`src/csr_pkg.sv`:
```
// Shared constants, types and helpers for the configuration and status register bank.
package csr_pkg;

  localparam int BYTE_W = 8;
  localparam int IDX_W = 3;
  localparam int PIN_ADDR_W = 6;
  localparam int FIELD_W = 7;
  localparam int CURRENT_W = 16;

  localparam logic [IDX_W-1:0] IDX_DRIVE_CFG = 3'h3;
  localparam logic [IDX_W-1:0] IDX_TALLY = 3'h4;
  localparam logic [IDX_W-1:0] IDX_LINK_STATUS = 3'h5;

  localparam int CFG_SRC_BIT = 7;
  localparam int CFG_FIELD_MSB = 6;
  localparam logic [BYTE_W-1:0] DRIVE_CFG_RESET = 8'h00;
  localparam logic [BYTE_W-1:0] TALLY_MAX = 8'hff;
  localparam logic [BYTE_W-1:0] READ_ZERO = 8'h00;
  localparam logic [BYTE_W-IDX_W-1:0] INDEX_PAD = 5'h00;
  localparam logic [2:0] BIT_LAST = 3'h7;
  localparam logic [2:0] BIT_FIRST = 3'h0;

  // Bias current in microamps: base plus field times step.
  localparam logic [CURRENT_W-1:0] BIAS_BASE_UA = 16'h03e8;
  localparam logic [CURRENT_W-1:0] BIAS_STEP_UA = 16'h0190;
  localparam logic [CURRENT_W-1:0] CURRENT_ZERO = 16'h0000;
  localparam logic [FIELD_W-1:0] FIELD_ZERO = 7'h00;

  // Preset pin decode; these codes are plain defaults for the hard-wired pins.
  localparam logic [FIELD_W-1:0] PRESET_CODE_0 = 7'h10;
  localparam logic [FIELD_W-1:0] PRESET_CODE_1 = 7'h20;
  localparam logic [FIELD_W-1:0] PRESET_CODE_2 = 7'h40;
  localparam logic [FIELD_W-1:0] PRESET_CODE_3 = 7'h7f;

  typedef enum logic [1:0] {
    LINK_UNLOCKED = 2'h0,
    LINK_LOCKED = 2'h1,
    LINK_READY = 2'h2,
    LINK_TALLY_SEND = 2'h3
  } csr_link_state_type;

  typedef struct packed {
    csr_link_state_type copyA;
    csr_link_state_type copyB;
    csr_link_state_type copyC;
  } csr_link_copies_type;

  typedef struct packed {
    logic start;
    logic stop;
    logic sclRise;
    logic sclFall;
    logic sdaLevel;
  } csr_line_events_type;

  typedef struct packed {
    logic valid;
    logic dataSlot;
    logic [BYTE_W-1:0] data;
  } csr_bus_write_type;

  typedef enum logic [6:0] {
    ST_IDLE = 7'h01,
    ST_ADDR = 7'h02,
    ST_ADDR_ACK = 7'h04,
    ST_WRITE = 7'h08,
    ST_WRITE_ACK = 7'h10,
    ST_READ = 7'h20,
    ST_READ_ACK = 7'h40
  } csr_bus_state_type;

  function automatic logic [FIELD_W-1:0] presetCode(input logic [1:0] pins);
    case (pins)
      2'h0: presetCode = PRESET_CODE_0;
      2'h1: presetCode = PRESET_CODE_1;
      2'h2: presetCode = PRESET_CODE_2;
      default: presetCode = PRESET_CODE_3;
    endcase
  endfunction

endpackage

```
`src/csr_config_status_regs.sv`:
```
// Register bank top: serial bus slave, index and data window, drive config and status.
// Operation
// - Config bit 7 high takes settings from registers, low from preset pins.
// - Laser mode with register source: bias is 1 mA plus field times 0.4 mA.
// - Line driver mode with register source: field sets driver strength.
// - Keep an 8-bit read-only loss-of-lock tally as the first status byte.
// - With send enabled, send the tally whenever lock returns; always readable.
// - Status bits 7:6, 5:4, 3:2 show the three redundant link state copies.
// - Link state codes: 00 unlocked, 01 locked, 10 ready, 11 tally send.
// - Status bit 1 shows the protocol select pin.
// - Status bit 0 shows the narrow word pin.
// - A 3-bit index register written over the bus selects the target register.
// - Data window writes and reads reach the register the index selects.
// - Bus writes aimed at either status register are ignored.
// - Answer two addresses from six pins: low bit 0 index, 1 data.
// - Index 4 selects the loss-of-lock tally.
// - Register source select resets to 0 so preset pins rule.
`timescale 1ns/10ps
`default_nettype none
module csr_config_status_regs
  import csr_pkg::*;
(
  input wire logic core_clk,
  input wire logic reset,
  input wire logic sclIn,
  input wire logic sdaIn,
  output logic sdaOut,
  output logic sdaOe,
  input wire logic [PIN_ADDR_W-1:0] i2cAddrPins,
  input wire logic laserModePin,
  input wire logic protocolSelectPin,
  input wire logic narrowWordPin,
  input wire logic [1:0] biasPresetPins,
  input wire csr_link_copies_type linkCopies,
  input wire logic unlockEvent,
  input wire logic lockRegained,
  input wire logic tallySendEnable,
  output logic regSourceSelect,
  output logic [FIELD_W-1:0] laserBiasField,
  output logic [CURRENT_W-1:0] biasCurrentUa,
  output logic [FIELD_W-1:0] lineDriverStrength,
  output logic [BYTE_W-1:0] unlockEventTally,
  output logic tallySendValid,
  output logic [BYTE_W-1:0] tallySendWord
);

  csr_line_events_type ev;
  csr_bus_state_type state_reg;
  csr_bus_write_type busWrite;
  logic [2:0] bitCnt_reg;
  logic byteDone_reg;
  logic [BYTE_W-1:0] shift_reg;
  logic slotIsData_reg;
  logic rwRead_reg;
  logic ackSeen_reg;
  logic sdaOe_reg;
  logic sdaOut_reg;
  logic [IDX_W-1:0] regIndex_reg;
  logic [BYTE_W-1:0] driveConfig_reg;
  logic regSourceSelect_reg;
  logic [FIELD_W-1:0] laserBiasField_reg;
  logic [CURRENT_W-1:0] biasCurrentUa_reg;
  logic [FIELD_W-1:0] lineDriverStrength_reg;
  logic [BYTE_W-1:0] tallyValue;
  logic [BYTE_W-1:0] linkStatus;
  logic [BYTE_W-1:0] readByte;
  logic [FIELD_W-1:0] fieldSelected;
  logic addrHit;
  logic inDataBits;

  csr_line_sampler u_sampler (
    .core_clk(core_clk),
    .reset(reset),
    .sclIn(sclIn),
    .sdaIn(sdaIn),
    .events(ev)
  );

  csr_unlock_tally u_tally (
    .core_clk(core_clk),
    .reset(reset),
    .unlockEvent(unlockEvent),
    .lockRegained(lockRegained),
    .tallySendEnable(tallySendEnable),
    .unlockEventTally(tallyValue),
    .tallySendValid(tallySendValid),
    .tallySendWord(tallySendWord)
  );

  function automatic logic [BYTE_W-1:0] windowRead(input logic [IDX_W-1:0] idx,
                                                   input logic [BYTE_W-1:0] cfg,
                                                   input logic [BYTE_W-1:0] tally,
                                                   input logic [BYTE_W-1:0] status);
    case (idx)
      IDX_DRIVE_CFG: windowRead = cfg;
      IDX_TALLY: windowRead = tally;
      IDX_LINK_STATUS: windowRead = status;
      default: windowRead = READ_ZERO;
    endcase
  endfunction

  // Status byte is live, so a read shows the pins at the moment it is taken.
  assign linkStatus = {linkCopies.copyA, linkCopies.copyB, linkCopies.copyC,
                       protocolSelectPin,
                       narrowWordPin};
  assign readByte = slotIsData_reg ? windowRead(regIndex_reg, driveConfig_reg, tallyValue, linkStatus)
                                   : {INDEX_PAD, regIndex_reg};
  assign addrHit = (shift_reg[BYTE_W-1:2] == i2cAddrPins);
  assign inDataBits = (state_reg == ST_ADDR) || (state_reg == ST_WRITE) || (state_reg == ST_READ);

  always_comb begin
    busWrite.valid = (state_reg == ST_WRITE) && ev.sclFall && byteDone_reg;
    busWrite.dataSlot = slotIsData_reg;
    busWrite.data = shift_reg;
  end

  always_ff @(posedge core_clk or posedge reset) begin
    if (reset) begin
      state_reg <= ST_IDLE;
    end else if (ev.stop) begin
      state_reg <= ST_IDLE;
    end else if (ev.start) begin
      state_reg <= ST_ADDR;
    end else begin
      case (state_reg)
        ST_IDLE: begin
          state_reg <= ST_IDLE;
        end
        ST_ADDR: begin
          if (ev.sclFall && byteDone_reg) begin
            state_reg <= addrHit ? ST_ADDR_ACK : ST_IDLE;
          end
        end
        ST_ADDR_ACK: begin
          if (ev.sclFall) begin
            state_reg <= rwRead_reg ? ST_READ : ST_WRITE;
          end
        end
        ST_WRITE: begin
          if (ev.sclFall && byteDone_reg) begin
            state_reg <= ST_WRITE_ACK;
          end
        end
        ST_WRITE_ACK: begin
          if (ev.sclFall) begin
            state_reg <= ST_WRITE;
          end
        end
        ST_READ: begin
          if (ev.sclFall && byteDone_reg) begin
            state_reg <= ST_READ_ACK;
          end
        end
        ST_READ_ACK: begin
          if (ev.sclRise && ev.sdaLevel) begin
            state_reg <= ST_IDLE;
          end else if (ev.sclFall && ackSeen_reg) begin
            state_reg <= ST_READ;
          end
        end
        default: begin
          state_reg <= ST_IDLE;
        end
      endcase
    end
  end

  always_ff @(posedge core_clk or posedge reset) begin
    if (reset) begin
      bitCnt_reg <= BIT_FIRST;
    end else if (ev.start || ev.stop) begin
      bitCnt_reg <= BIT_FIRST;
    end else if (ev.sclRise && inDataBits) begin
      bitCnt_reg <= bitCnt_reg + 3'h1;
    end
  end

  // Done marks the eighth bit until the clock falls, which is where the address and write ack decisions are taken.
  always_ff @(posedge core_clk or posedge reset) begin
    if (reset) begin
      byteDone_reg <= 1'b0;
    end else if (ev.start || ev.stop) begin
      byteDone_reg <= 1'b0;
    end else if (ev.sclRise && inDataBits) begin
      byteDone_reg <= (bitCnt_reg == BIT_LAST);
    end else if (ev.sclFall) begin
      byteDone_reg <= 1'b0;
    end
  end

  always_ff @(posedge core_clk or posedge reset) begin
    if (reset) begin
      shift_reg <= READ_ZERO;
    end else if (ev.sclRise && (state_reg == ST_ADDR || state_reg == ST_WRITE)) begin
      shift_reg <= {shift_reg[BYTE_W-2:0], ev.sdaLevel};
    end else if (ev.sclFall && state_reg == ST_READ && !byteDone_reg) begin
      shift_reg <= {shift_reg[BYTE_W-2:0], 1'b0};
    end else if (ev.sclFall && state_reg == ST_ADDR_ACK && rwRead_reg) begin
      shift_reg <= readByte;
    end else if (ev.sclFall && state_reg == ST_READ_ACK && ackSeen_reg) begin
      shift_reg <= readByte;
    end
  end

  always_ff @(posedge core_clk or posedge reset) begin
    if (reset) begin
      slotIsData_reg <= 1'b0;
    end else if (state_reg == ST_ADDR && ev.sclFall && byteDone_reg) begin
      slotIsData_reg <= shift_reg[1];
    end
  end

  always_ff @(posedge core_clk or posedge reset) begin
    if (reset) begin
      rwRead_reg <= 1'b0;
    end else if (state_reg == ST_ADDR && ev.sclFall && byteDone_reg) begin
      rwRead_reg <= shift_reg[0];
    end
  end

  always_ff @(posedge core_clk or posedge reset) begin
    if (reset) begin
      ackSeen_reg <= 1'b0;
    end else if (state_reg == ST_READ_ACK && ev.sclRise) begin
      ackSeen_reg <= !ev.sdaLevel;
    end else if (state_reg != ST_READ_ACK) begin
      ackSeen_reg <= 1'b0;
    end
  end

  // The line only changes while the clock is low, so a data bit never fakes a start or stop.
  always_ff @(posedge core_clk or posedge reset) begin
    if (reset) begin
      sdaOe_reg <= 1'b0;
    end else if (ev.start || ev.stop) begin
      sdaOe_reg <= 1'b0;
    end else if (ev.sclFall) begin
      case (state_reg)
        ST_ADDR: sdaOe_reg <= byteDone_reg && addrHit;
        ST_ADDR_ACK: sdaOe_reg <= rwRead_reg && !readByte[BYTE_W-1];
        ST_WRITE: sdaOe_reg <= byteDone_reg;
        ST_WRITE_ACK: sdaOe_reg <= 1'b0;
        ST_READ: sdaOe_reg <= !byteDone_reg && !shift_reg[BYTE_W-2];
        ST_READ_ACK: sdaOe_reg <= ackSeen_reg && !readByte[BYTE_W-1];
        default: sdaOe_reg <= 1'b0;
      endcase
    end
  end

  // The index stays put after a data access, so repeated reads need no new pointer write.
  always_ff @(posedge core_clk or posedge reset) begin
    if (reset) begin
      regIndex_reg <= IDX_DRIVE_CFG;
    end else if (busWrite.valid && !busWrite.dataSlot) begin
      regIndex_reg <= busWrite.data[IDX_W-1:0];
    end
  end

  // Status and undefined indexes fall through with no store.
  always_ff @(posedge core_clk or posedge reset) begin
    if (reset) begin
      driveConfig_reg <= DRIVE_CFG_RESET;
    end else if (busWrite.valid && busWrite.dataSlot && regIndex_reg == IDX_DRIVE_CFG) begin
      driveConfig_reg <= busWrite.data;
    end
  end

  assign fieldSelected = driveConfig_reg[CFG_SRC_BIT] ? driveConfig_reg[CFG_FIELD_MSB:0]
                                                      : presetCode(biasPresetPins);

  always_ff @(posedge core_clk or posedge reset) begin
    if (reset) begin
      regSourceSelect_reg <= 1'b0;
    end else begin
      regSourceSelect_reg <= driveConfig_reg[CFG_SRC_BIT];
    end
  end

  always_ff @(posedge core_clk or posedge reset) begin
    if (reset) begin
      laserBiasField_reg <= FIELD_ZERO;
    end else begin
      laserBiasField_reg <= laserModePin ? fieldSelected : FIELD_ZERO;
    end
  end

  always_ff @(posedge core_clk or posedge reset) begin
    if (reset) begin
      biasCurrentUa_reg <= CURRENT_ZERO;
    end else begin
      biasCurrentUa_reg <= laserModePin ? BIAS_BASE_UA + CURRENT_W'(fieldSelected) * BIAS_STEP_UA
                                        : CURRENT_ZERO;
    end
  end

  always_ff @(posedge core_clk or posedge reset) begin
    if (reset) begin
      lineDriverStrength_reg <= FIELD_ZERO;
    end else begin
      lineDriverStrength_reg <= laserModePin ? FIELD_ZERO : fieldSelected;
    end
  end

  // The data line is open drain: it only ever pulls low, so its value register holds a constant low.
  always_ff @(posedge core_clk or posedge reset) begin
    if (reset) begin
      sdaOut_reg <= 1'b0;
    end else begin
      sdaOut_reg <= 1'b0;
    end
  end

  assign sdaOut = sdaOut_reg;
  assign sdaOe = sdaOe_reg;
  assign regSourceSelect = regSourceSelect_reg;
  assign laserBiasField = laserBiasField_reg;
  assign biasCurrentUa = biasCurrentUa_reg;
  assign lineDriverStrength = lineDriverStrength_reg;
  assign unlockEventTally = tallyValue;

endmodule
`default_nettype wire

```
`src/csr_line_sampler.sv`:
```
// Start, stop and clock edge detection on the two serial bus lines.
`timescale 1ns/10ps
`default_nettype none
module csr_line_sampler
  import csr_pkg::*;
(
  input wire logic core_clk,
  input wire logic reset,
  input wire logic sclIn,
  input wire logic sdaIn,
  output csr_line_events_type events
);

  logic sclPrev_reg;
  logic sdaPrev_reg;

  // Lines are idle high, so reset to high avoids a false stop or clock rise.
  always_ff @(posedge core_clk or posedge reset) begin
    if (reset) begin
      sclPrev_reg <= 1'b1;
      sdaPrev_reg <= 1'b1;
    end else begin
      sclPrev_reg <= sclIn;
      sdaPrev_reg <= sdaIn;
    end
  end

  always_comb begin
    events.start = sclIn && sclPrev_reg && sdaPrev_reg && !sdaIn;
    events.stop = sclIn && sclPrev_reg && !sdaPrev_reg && sdaIn;
    events.sclRise = sclIn && !sclPrev_reg;
    events.sclFall = !sclIn && sclPrev_reg;
    events.sdaLevel = sdaIn;
  end

endmodule
`default_nettype wire

```
`src/csr_unlock_tally.sv`:
```
// Saturating loss-of-lock tally and its send request when lock returns.
`timescale 1ns/10ps
`default_nettype none
module csr_unlock_tally
  import csr_pkg::*;
(
  input wire logic core_clk,
  input wire logic reset,
  input wire logic unlockEvent,
  input wire logic lockRegained,
  input wire logic tallySendEnable,
  output logic [BYTE_W-1:0] unlockEventTally,
  output logic tallySendValid,
  output logic [BYTE_W-1:0] tallySendWord
);

  logic [BYTE_W-1:0] tally_reg;
  logic sendValid_reg;
  logic [BYTE_W-1:0] sendWord_reg;

  // Saturation keeps a stormy link from looking healthy after a wrap.
  always_ff @(posedge core_clk or posedge reset) begin
    if (reset) begin
      tally_reg <= READ_ZERO;
    end else if (unlockEvent && tally_reg != TALLY_MAX) begin
      tally_reg <= tally_reg + 8'h01;
    end
  end

  always_ff @(posedge core_clk or posedge reset) begin
    if (reset) begin
      sendValid_reg <= 1'b0;
      sendWord_reg <= READ_ZERO;
    end else begin
      sendValid_reg <= lockRegained && tallySendEnable;
      if (lockRegained && tallySendEnable) begin
        sendWord_reg <= tally_reg;
      end
    end
  end

  assign unlockEventTally = tally_reg;
  assign tallySendValid = sendValid_reg;
  assign tallySendWord = sendWord_reg;

endmodule
`default_nettype wire

```
`config.mk`:
```
export PLATFORM = sky130hd
export DESIGN_NAME = csr_config_status_regs
export DESIGN_NICKNAME = d
export VERILOG_FILES = /design/src/csr_pkg.sv /design/src/csr_config_status_regs.sv /design/src/csr_line_sampler.sv /design/src/csr_unlock_tally.sv
export SDC_FILE = /design/constraint.sdc
export NUM_CORES = 1
export LEC_CHECK = 0
export BUFFER_PORTS_ARGS = -buffer_cell sky130_fd_sc_hd__buf_2
export CAP_MARGIN = 20
export CORE_MARGIN = 2
export CORE_UTILIZATION = 54
export CTS_CLUSTER_DIAMETER = 150
export CTS_CLUSTER_SIZE = 40
export DETAILED_ROUTE_END_ITERATION = 12
export GPL_ROUTABILITY_DRIVEN = 0
export PLACE_DENSITY_LB_ADDON = 0.2
export SKIP_CTS_REPAIR_TIMING = 1
export SYNTH_ARGS = -nofsm -noshare
export SYNTH_HDL_FRONTEND = slang
export SYNTH_SLANG_ARGS = --single-unit
```
`constraint.sdc`:
```
create_clock -name core_clk -period 4.5 [get_ports core_clk]
set_input_delay 0.45 -clock core_clk [delete_from_list [all_inputs] [get_ports core_clk]]
set_output_delay 0.45 -clock core_clk [all_outputs]
set_load 0.05 [all_outputs]
```
==> results.toml, run 1 <==
[run_status]
outcome = "completed"

[pwr]
power.density_mw_per_mm2 = 429
leakage_uw = 0.00259
total_power_uw = 2270
peakVddDrop_v = 0.000382

[logic_synthesis]
ys_types = 58
syn_area_mm2 = 0.00464
synthTopCellsByArea = "dfrtp_1 (40%), ha_1 (8.6%), mux2_2 (5.1%)"
synthCells = 465
ys.flop_type = "dfrtp_1"
async_flop_share_pct = 100
ys_seq_area_share_pct = 43.2
yosys.area.top_type = "dfrtp_1"
ys_ff_latch = 80
synth.top_cell.area_share_pct = 40.4
synth_edf_count = 0
ys_warn_count = 0
synth_area_per_cell_um2 = 9.99

[die]
dieArea_mm2 = 0.00936
row_count = 33
io_pins = 74
dieWidth_um = 96.7
start_util_pct = 56.2
core_mm2 = 0.00826
die_h_um = 96.7

[grt]
grt_pass1_vias = 3576
antenna_found_initial = 0
grt_pass1_wl_um = 17100
grtUsageTotal_pct = 22.2
grt_max_degree = 43
gr-total-overflow = 0

[setup_path]
startpoint_type = "flop"
critPathMaxFanout = 9
endpoint_kind = "flop"
critPathArrivalTime_ns = 4.53
path_class = "reg2reg"
cp.required_ns = 4.79

[place]
placed_area_mm2 = 0.00507
io_buffers = 69
place_hpwl_um = 7540

[timing]
finClkSkew_ns = 0.00670
slew_viol_final = 0
rsz0062_at_grt = "no"
worst_pin_slew_ns = 0.863
fmax_mhz = 236
tns_ns = 0
layout_min_cycle_time_ns = 4.24
final-hold-violation-count = 0
hold-worst-slack_ns = 0.250
setup_viol = 0
finalCritPeriodShare_pct = 94.3
max-slew-margin-rel_pct = 42.4

[hold_path]
hold_path.class = "in2reg"

[cts]
numCtsBuffers = 9
cts_root_buf = "clkbuf_8"
cts-htree-levels = 3
cts_tree = "yes"
clk_latency_ns = 0.35
clock-sinks = 80
clockBufferDepth = 2
path_clk_slew_ns = 0.09

[detailed_routing]
drt_iter0_drc = 223
firstDrtPassIters = 7
avgRoutedWirePerCell_um = 15.7
vias_per_cell = 5.69
drtAntennaViolNets = 0
vias = 3670
drt-total-wl_um = 10100
drc = 0

[run]
drv_cap = 0

[layout]
fin_util_pct = 64.2
final_area_mm2 = 0.00530
nets = 593
layout-drive-gt1-share_pct = 23.5
syn2layout_area_growth_pct = 14.1
antennaDiodeCount = 0
largest_reg_flops = 12
[worst max-delay path: stages (launching register included)]
cell and delay, ns:
dfrtp_2 0.46, nand2b_1 0.21, a21boi_0 0.34, inv_1 0.15, ha_1 0.32, ha_1 0.28, inv_1 0.05, fa_1 0.50
inv_1 0.04, ha_1 0.33, nand2b_1 0.11, a2111oi_0 0.44, a311oi_1 0.13, nand2b_1 0.22, or4_1 0.49, nand4_1 0.10
[worst paths after layout]
path                                                from  depth (start not counted)  slack [ns]                        to
worst max-delay path                  driveConfig_reg[7]                         15        0.26         biasCurrentUa[15]
max in group asynchronous                          reset                          3        3.19           regIndex_reg[1]
worst min register to register  u_tally.tallySendWord[5]                          1        0.51  u_tally.tallySendWord[5]
worst min-delay path                               sclIn                          1        0.25     u_sampler.sclPrev_reg
worst max register to register        driveConfig_reg[7]                         15        0.26         biasCurrentUa[15]
min in group asynchronous                          reset                          2        0.27          biasCurrentUa[3]
[synth_stat cells, types with 13 or more instances]
master,number
o21ai_0,26
dfrtp_1,75
ha_1,32
xor2_1,15
mux2_2,21
xnor2_1,16
nand2_1,42
nor2_1,39
inv_1,26
a21oi_1,13
nor2b_1,16
[report_power, final]
group          internal (µW)  switching, µW  leakage [µW]
combinational            244            556       0.00144
clock                    316            273      0.000103
sequential               812           72.6       0.00104
[kinds of logic (layout without fill, tap and decap cells)]
family	count (synthesis)	after routing	synth area share, %
AND/OR/NAND/NOR	166	166	18.8
flip-flops	80	80	43.2
AO/OA/AOI/OAI	77	77	11.0
buffers and inverters	46	118	4.50
adder cells (fa/ha/maj)	34	34	9.48
XOR/XNOR	31	31	5.85
multiplexers	30	30	7.03
other	1	4	0.0807
[stage by stage]
stage               worst slack [ns]  instances
CTS                            0.109        645
detailed placement           -0.0805        629
finish                         0.258        645
floorplan                      0.354        468
global placement               0.194        629
global route                  0.0341        645
[routing by layer]
layer	up-vias	track usage, %	routed length (µm)
met1	1775	31.4	4800
met3	8	5.78	669
met4	0	5.74	108
met5	-	0	0
met2	133	34.3	4550
li1	1754	-	-
[layout make-up]
cell class	instances	area, µm²
flip-flops and latches	80	2010
well taps	105	131
multi-input cells	342	2440
clock buffers	10	128
clock inverters	6	92.6
inverters	26	97.6
fillers	689	2960
repair buffers	76	398
[cell usage in the layout (no fill, tap or decap), drive strengths merged, types with 6 or more instances in the layout]
master,n
inv,27
dfrtp,75
nand2b,9
xor2,15
o2111ai,6
buf,76
nor2,39
clkbuf,10
xnor2,16
ha,32
nand2,42
mux2,21
mux2i,9
nand4,7
o21ai,28
and2,10
nor2b,17
a21oi,14
nor3,6
(Power assumes the default switching activity.)
==> run 2, diff against run 1 <==
SETUP_SLACK_MARGIN = 0.5   (was not set)
==> results.toml, run 2 (synthesized netlist as in run 1, its figures left out) <==
[setup_path]
startpoint_type = "flop"
cp.required_ns = 4.79
endpoint_kind = "flop"
critPathMaxFanout = 5
critPathArrivalTime_ns = 4.14
path_class = "reg2reg"

[detailed_routing]
vias_per_cell = 5.60
firstDrtPassIters = 4
vias = 3617
drt-total-wl_um = 10200
drc = 0
drt_iter0_drc = 139
drtAntennaViolNets = 0
avgRoutedWirePerCell_um = 15.7

[cts]
cts-htree-levels = 3
path_clk_slew_ns = 0.08
clk_latency_ns = 0.35
clockBufferDepth = 2
numCtsBuffers = 9
cts_tree = "yes"
clock-sinks = 80
cts_root_buf = "clkbuf_8"

[timing]
finClkSkew_ns = 0.00678
fmax_mhz = 260
setup_viol = 0
max-slew-margin-rel_pct = 56.0
slew_viol_final = 0
finalCritPeriodShare_pct = 85.6
hold-worst-slack_ns = 0.0595
final-hold-violation-count = 0
rsz0062_at_grt = "no"
layout_min_cycle_time_ns = 3.85
worst_pin_slew_ns = 0.657
tns_ns = 0

[layout]
final_common_cell = "dfrtp_1"
instances_no_fill = 646
antennaDiodeCount = 0
largest_reg_flops = 12
final_area_mm2 = 0.00543
nets = 594
layout-drive-gt1-share_pct = 26.4
layout_common_cells = "dfrtp_1 (74), buf_2 (69), nand2_1 (42)"
syn2layout_area_growth_pct = 16.9

[die]
io_pins = 74
row_count = 33
start_util_pct = 56.2
dieArea_mm2 = 0.00936
die_h_um = 96.7
core_mm2 = 0.00826
dieWidth_um = 96.7

[grt]
grt_max_degree = 81
antenna_found_initial = 0
grt_pass1_wl_um = 16800
grt_pass1_vias = 3443
grtUsageTotal_pct = 21.9
gr-total-overflow = 0

[pwr]
peakVddDrop_v = 0.000491
leakage_uw = 0.00263
power.density_mw_per_mm2 = 418

[place]
place_hpwl_um = 7320
io_buffers = 69
dp.cells = 626
placed_area_mm2 = 0.00506

[hold_path]
hold_path.class = "in2async"

[run]
drv_cap = 0

[run_status]
outcome = "completed"
run 2: cell types whose count changed in the layout (fill, tap and decap cells not counted), sizes merged:
| cell | delta |
|---|---|
| buf | +1 |
| bufinv | -1 |
| clkinv | +1 |
run 2: through the flow:
stage	util [%]	total power (µW)	worst slack, ns
after floorplan	-	1500	0.512
after global placement	61.2	1680	0.217
after detailed placement	61.2	1690	0.0459
after CTS	63.7	2240	0.328
after global routing	65.7	2390	0.441
final	65.7	2270	0.650
run 2: final timing paths:
kind                                     startpoint                        to  slack (ns)  depth (start not counted)
setup / recovery                 driveConfig_reg[7]         biasCurrentUa[15]        0.65                         15
hold / removal                                reset         biasCurrentUa[15]        0.06                          3
setup reg to reg                 driveConfig_reg[7]         biasCurrentUa[15]        0.65                         15
hold reg to reg            u_tally.tallySendWord[1]  u_tally.tallySendWord[1]        0.51                          1
max in group asynchronous                     reset           regIndex_reg[0]        3.82                          4
min in group core_clk                         sdaIn     u_sampler.sdaPrev_reg        0.24                          1
run 2: cell type report:
class	instances	area, µm²
Fill cell	662	2830
Multi-Input combinational cell	342	2550
Sequential cell	80	2010
Timing Repair Buffer	77	429
Clock buffer	10	138
Tap cell	105	131
Inverter	26	97.6
Clock inverter	6	67.6
run 2: per-layer routing:
layer / vias to the layer above / wire [µm] / GRT usage, %
li1: 1758 / - / -
met1: 1713 / 4810 / 31.9
met2: 128 / 4600 / 33.0
met3: 18 / 553 / 4.48
met4: 0 / 193 / 7.15
met5: - / 0 / 0
run 2: report_power, final:
part	internal [µW]	leakage [µW]	switching [µW]
combinational	263	0.00149	575
clock	273	0.0000989	274
sequential	811	0.00104	71.1
run 2: worst max-delay path, stage by stage (launching register included):
cell,delay (ns)
dfrtp_2,0.46
buf_4,0.17
nor2b_4,0.19
a21oi_2,0.07
inv_1,0.06
ha_1,0.22
ha_1,0.30
ha_1,0.31
inv_1,0.06
fa_1,0.45
nand2b_1,0.23
a21oi_2,0.21
xor2_2,0.22
o2111ai_4,0.18
or4_1,0.56
nand4_1,0.10
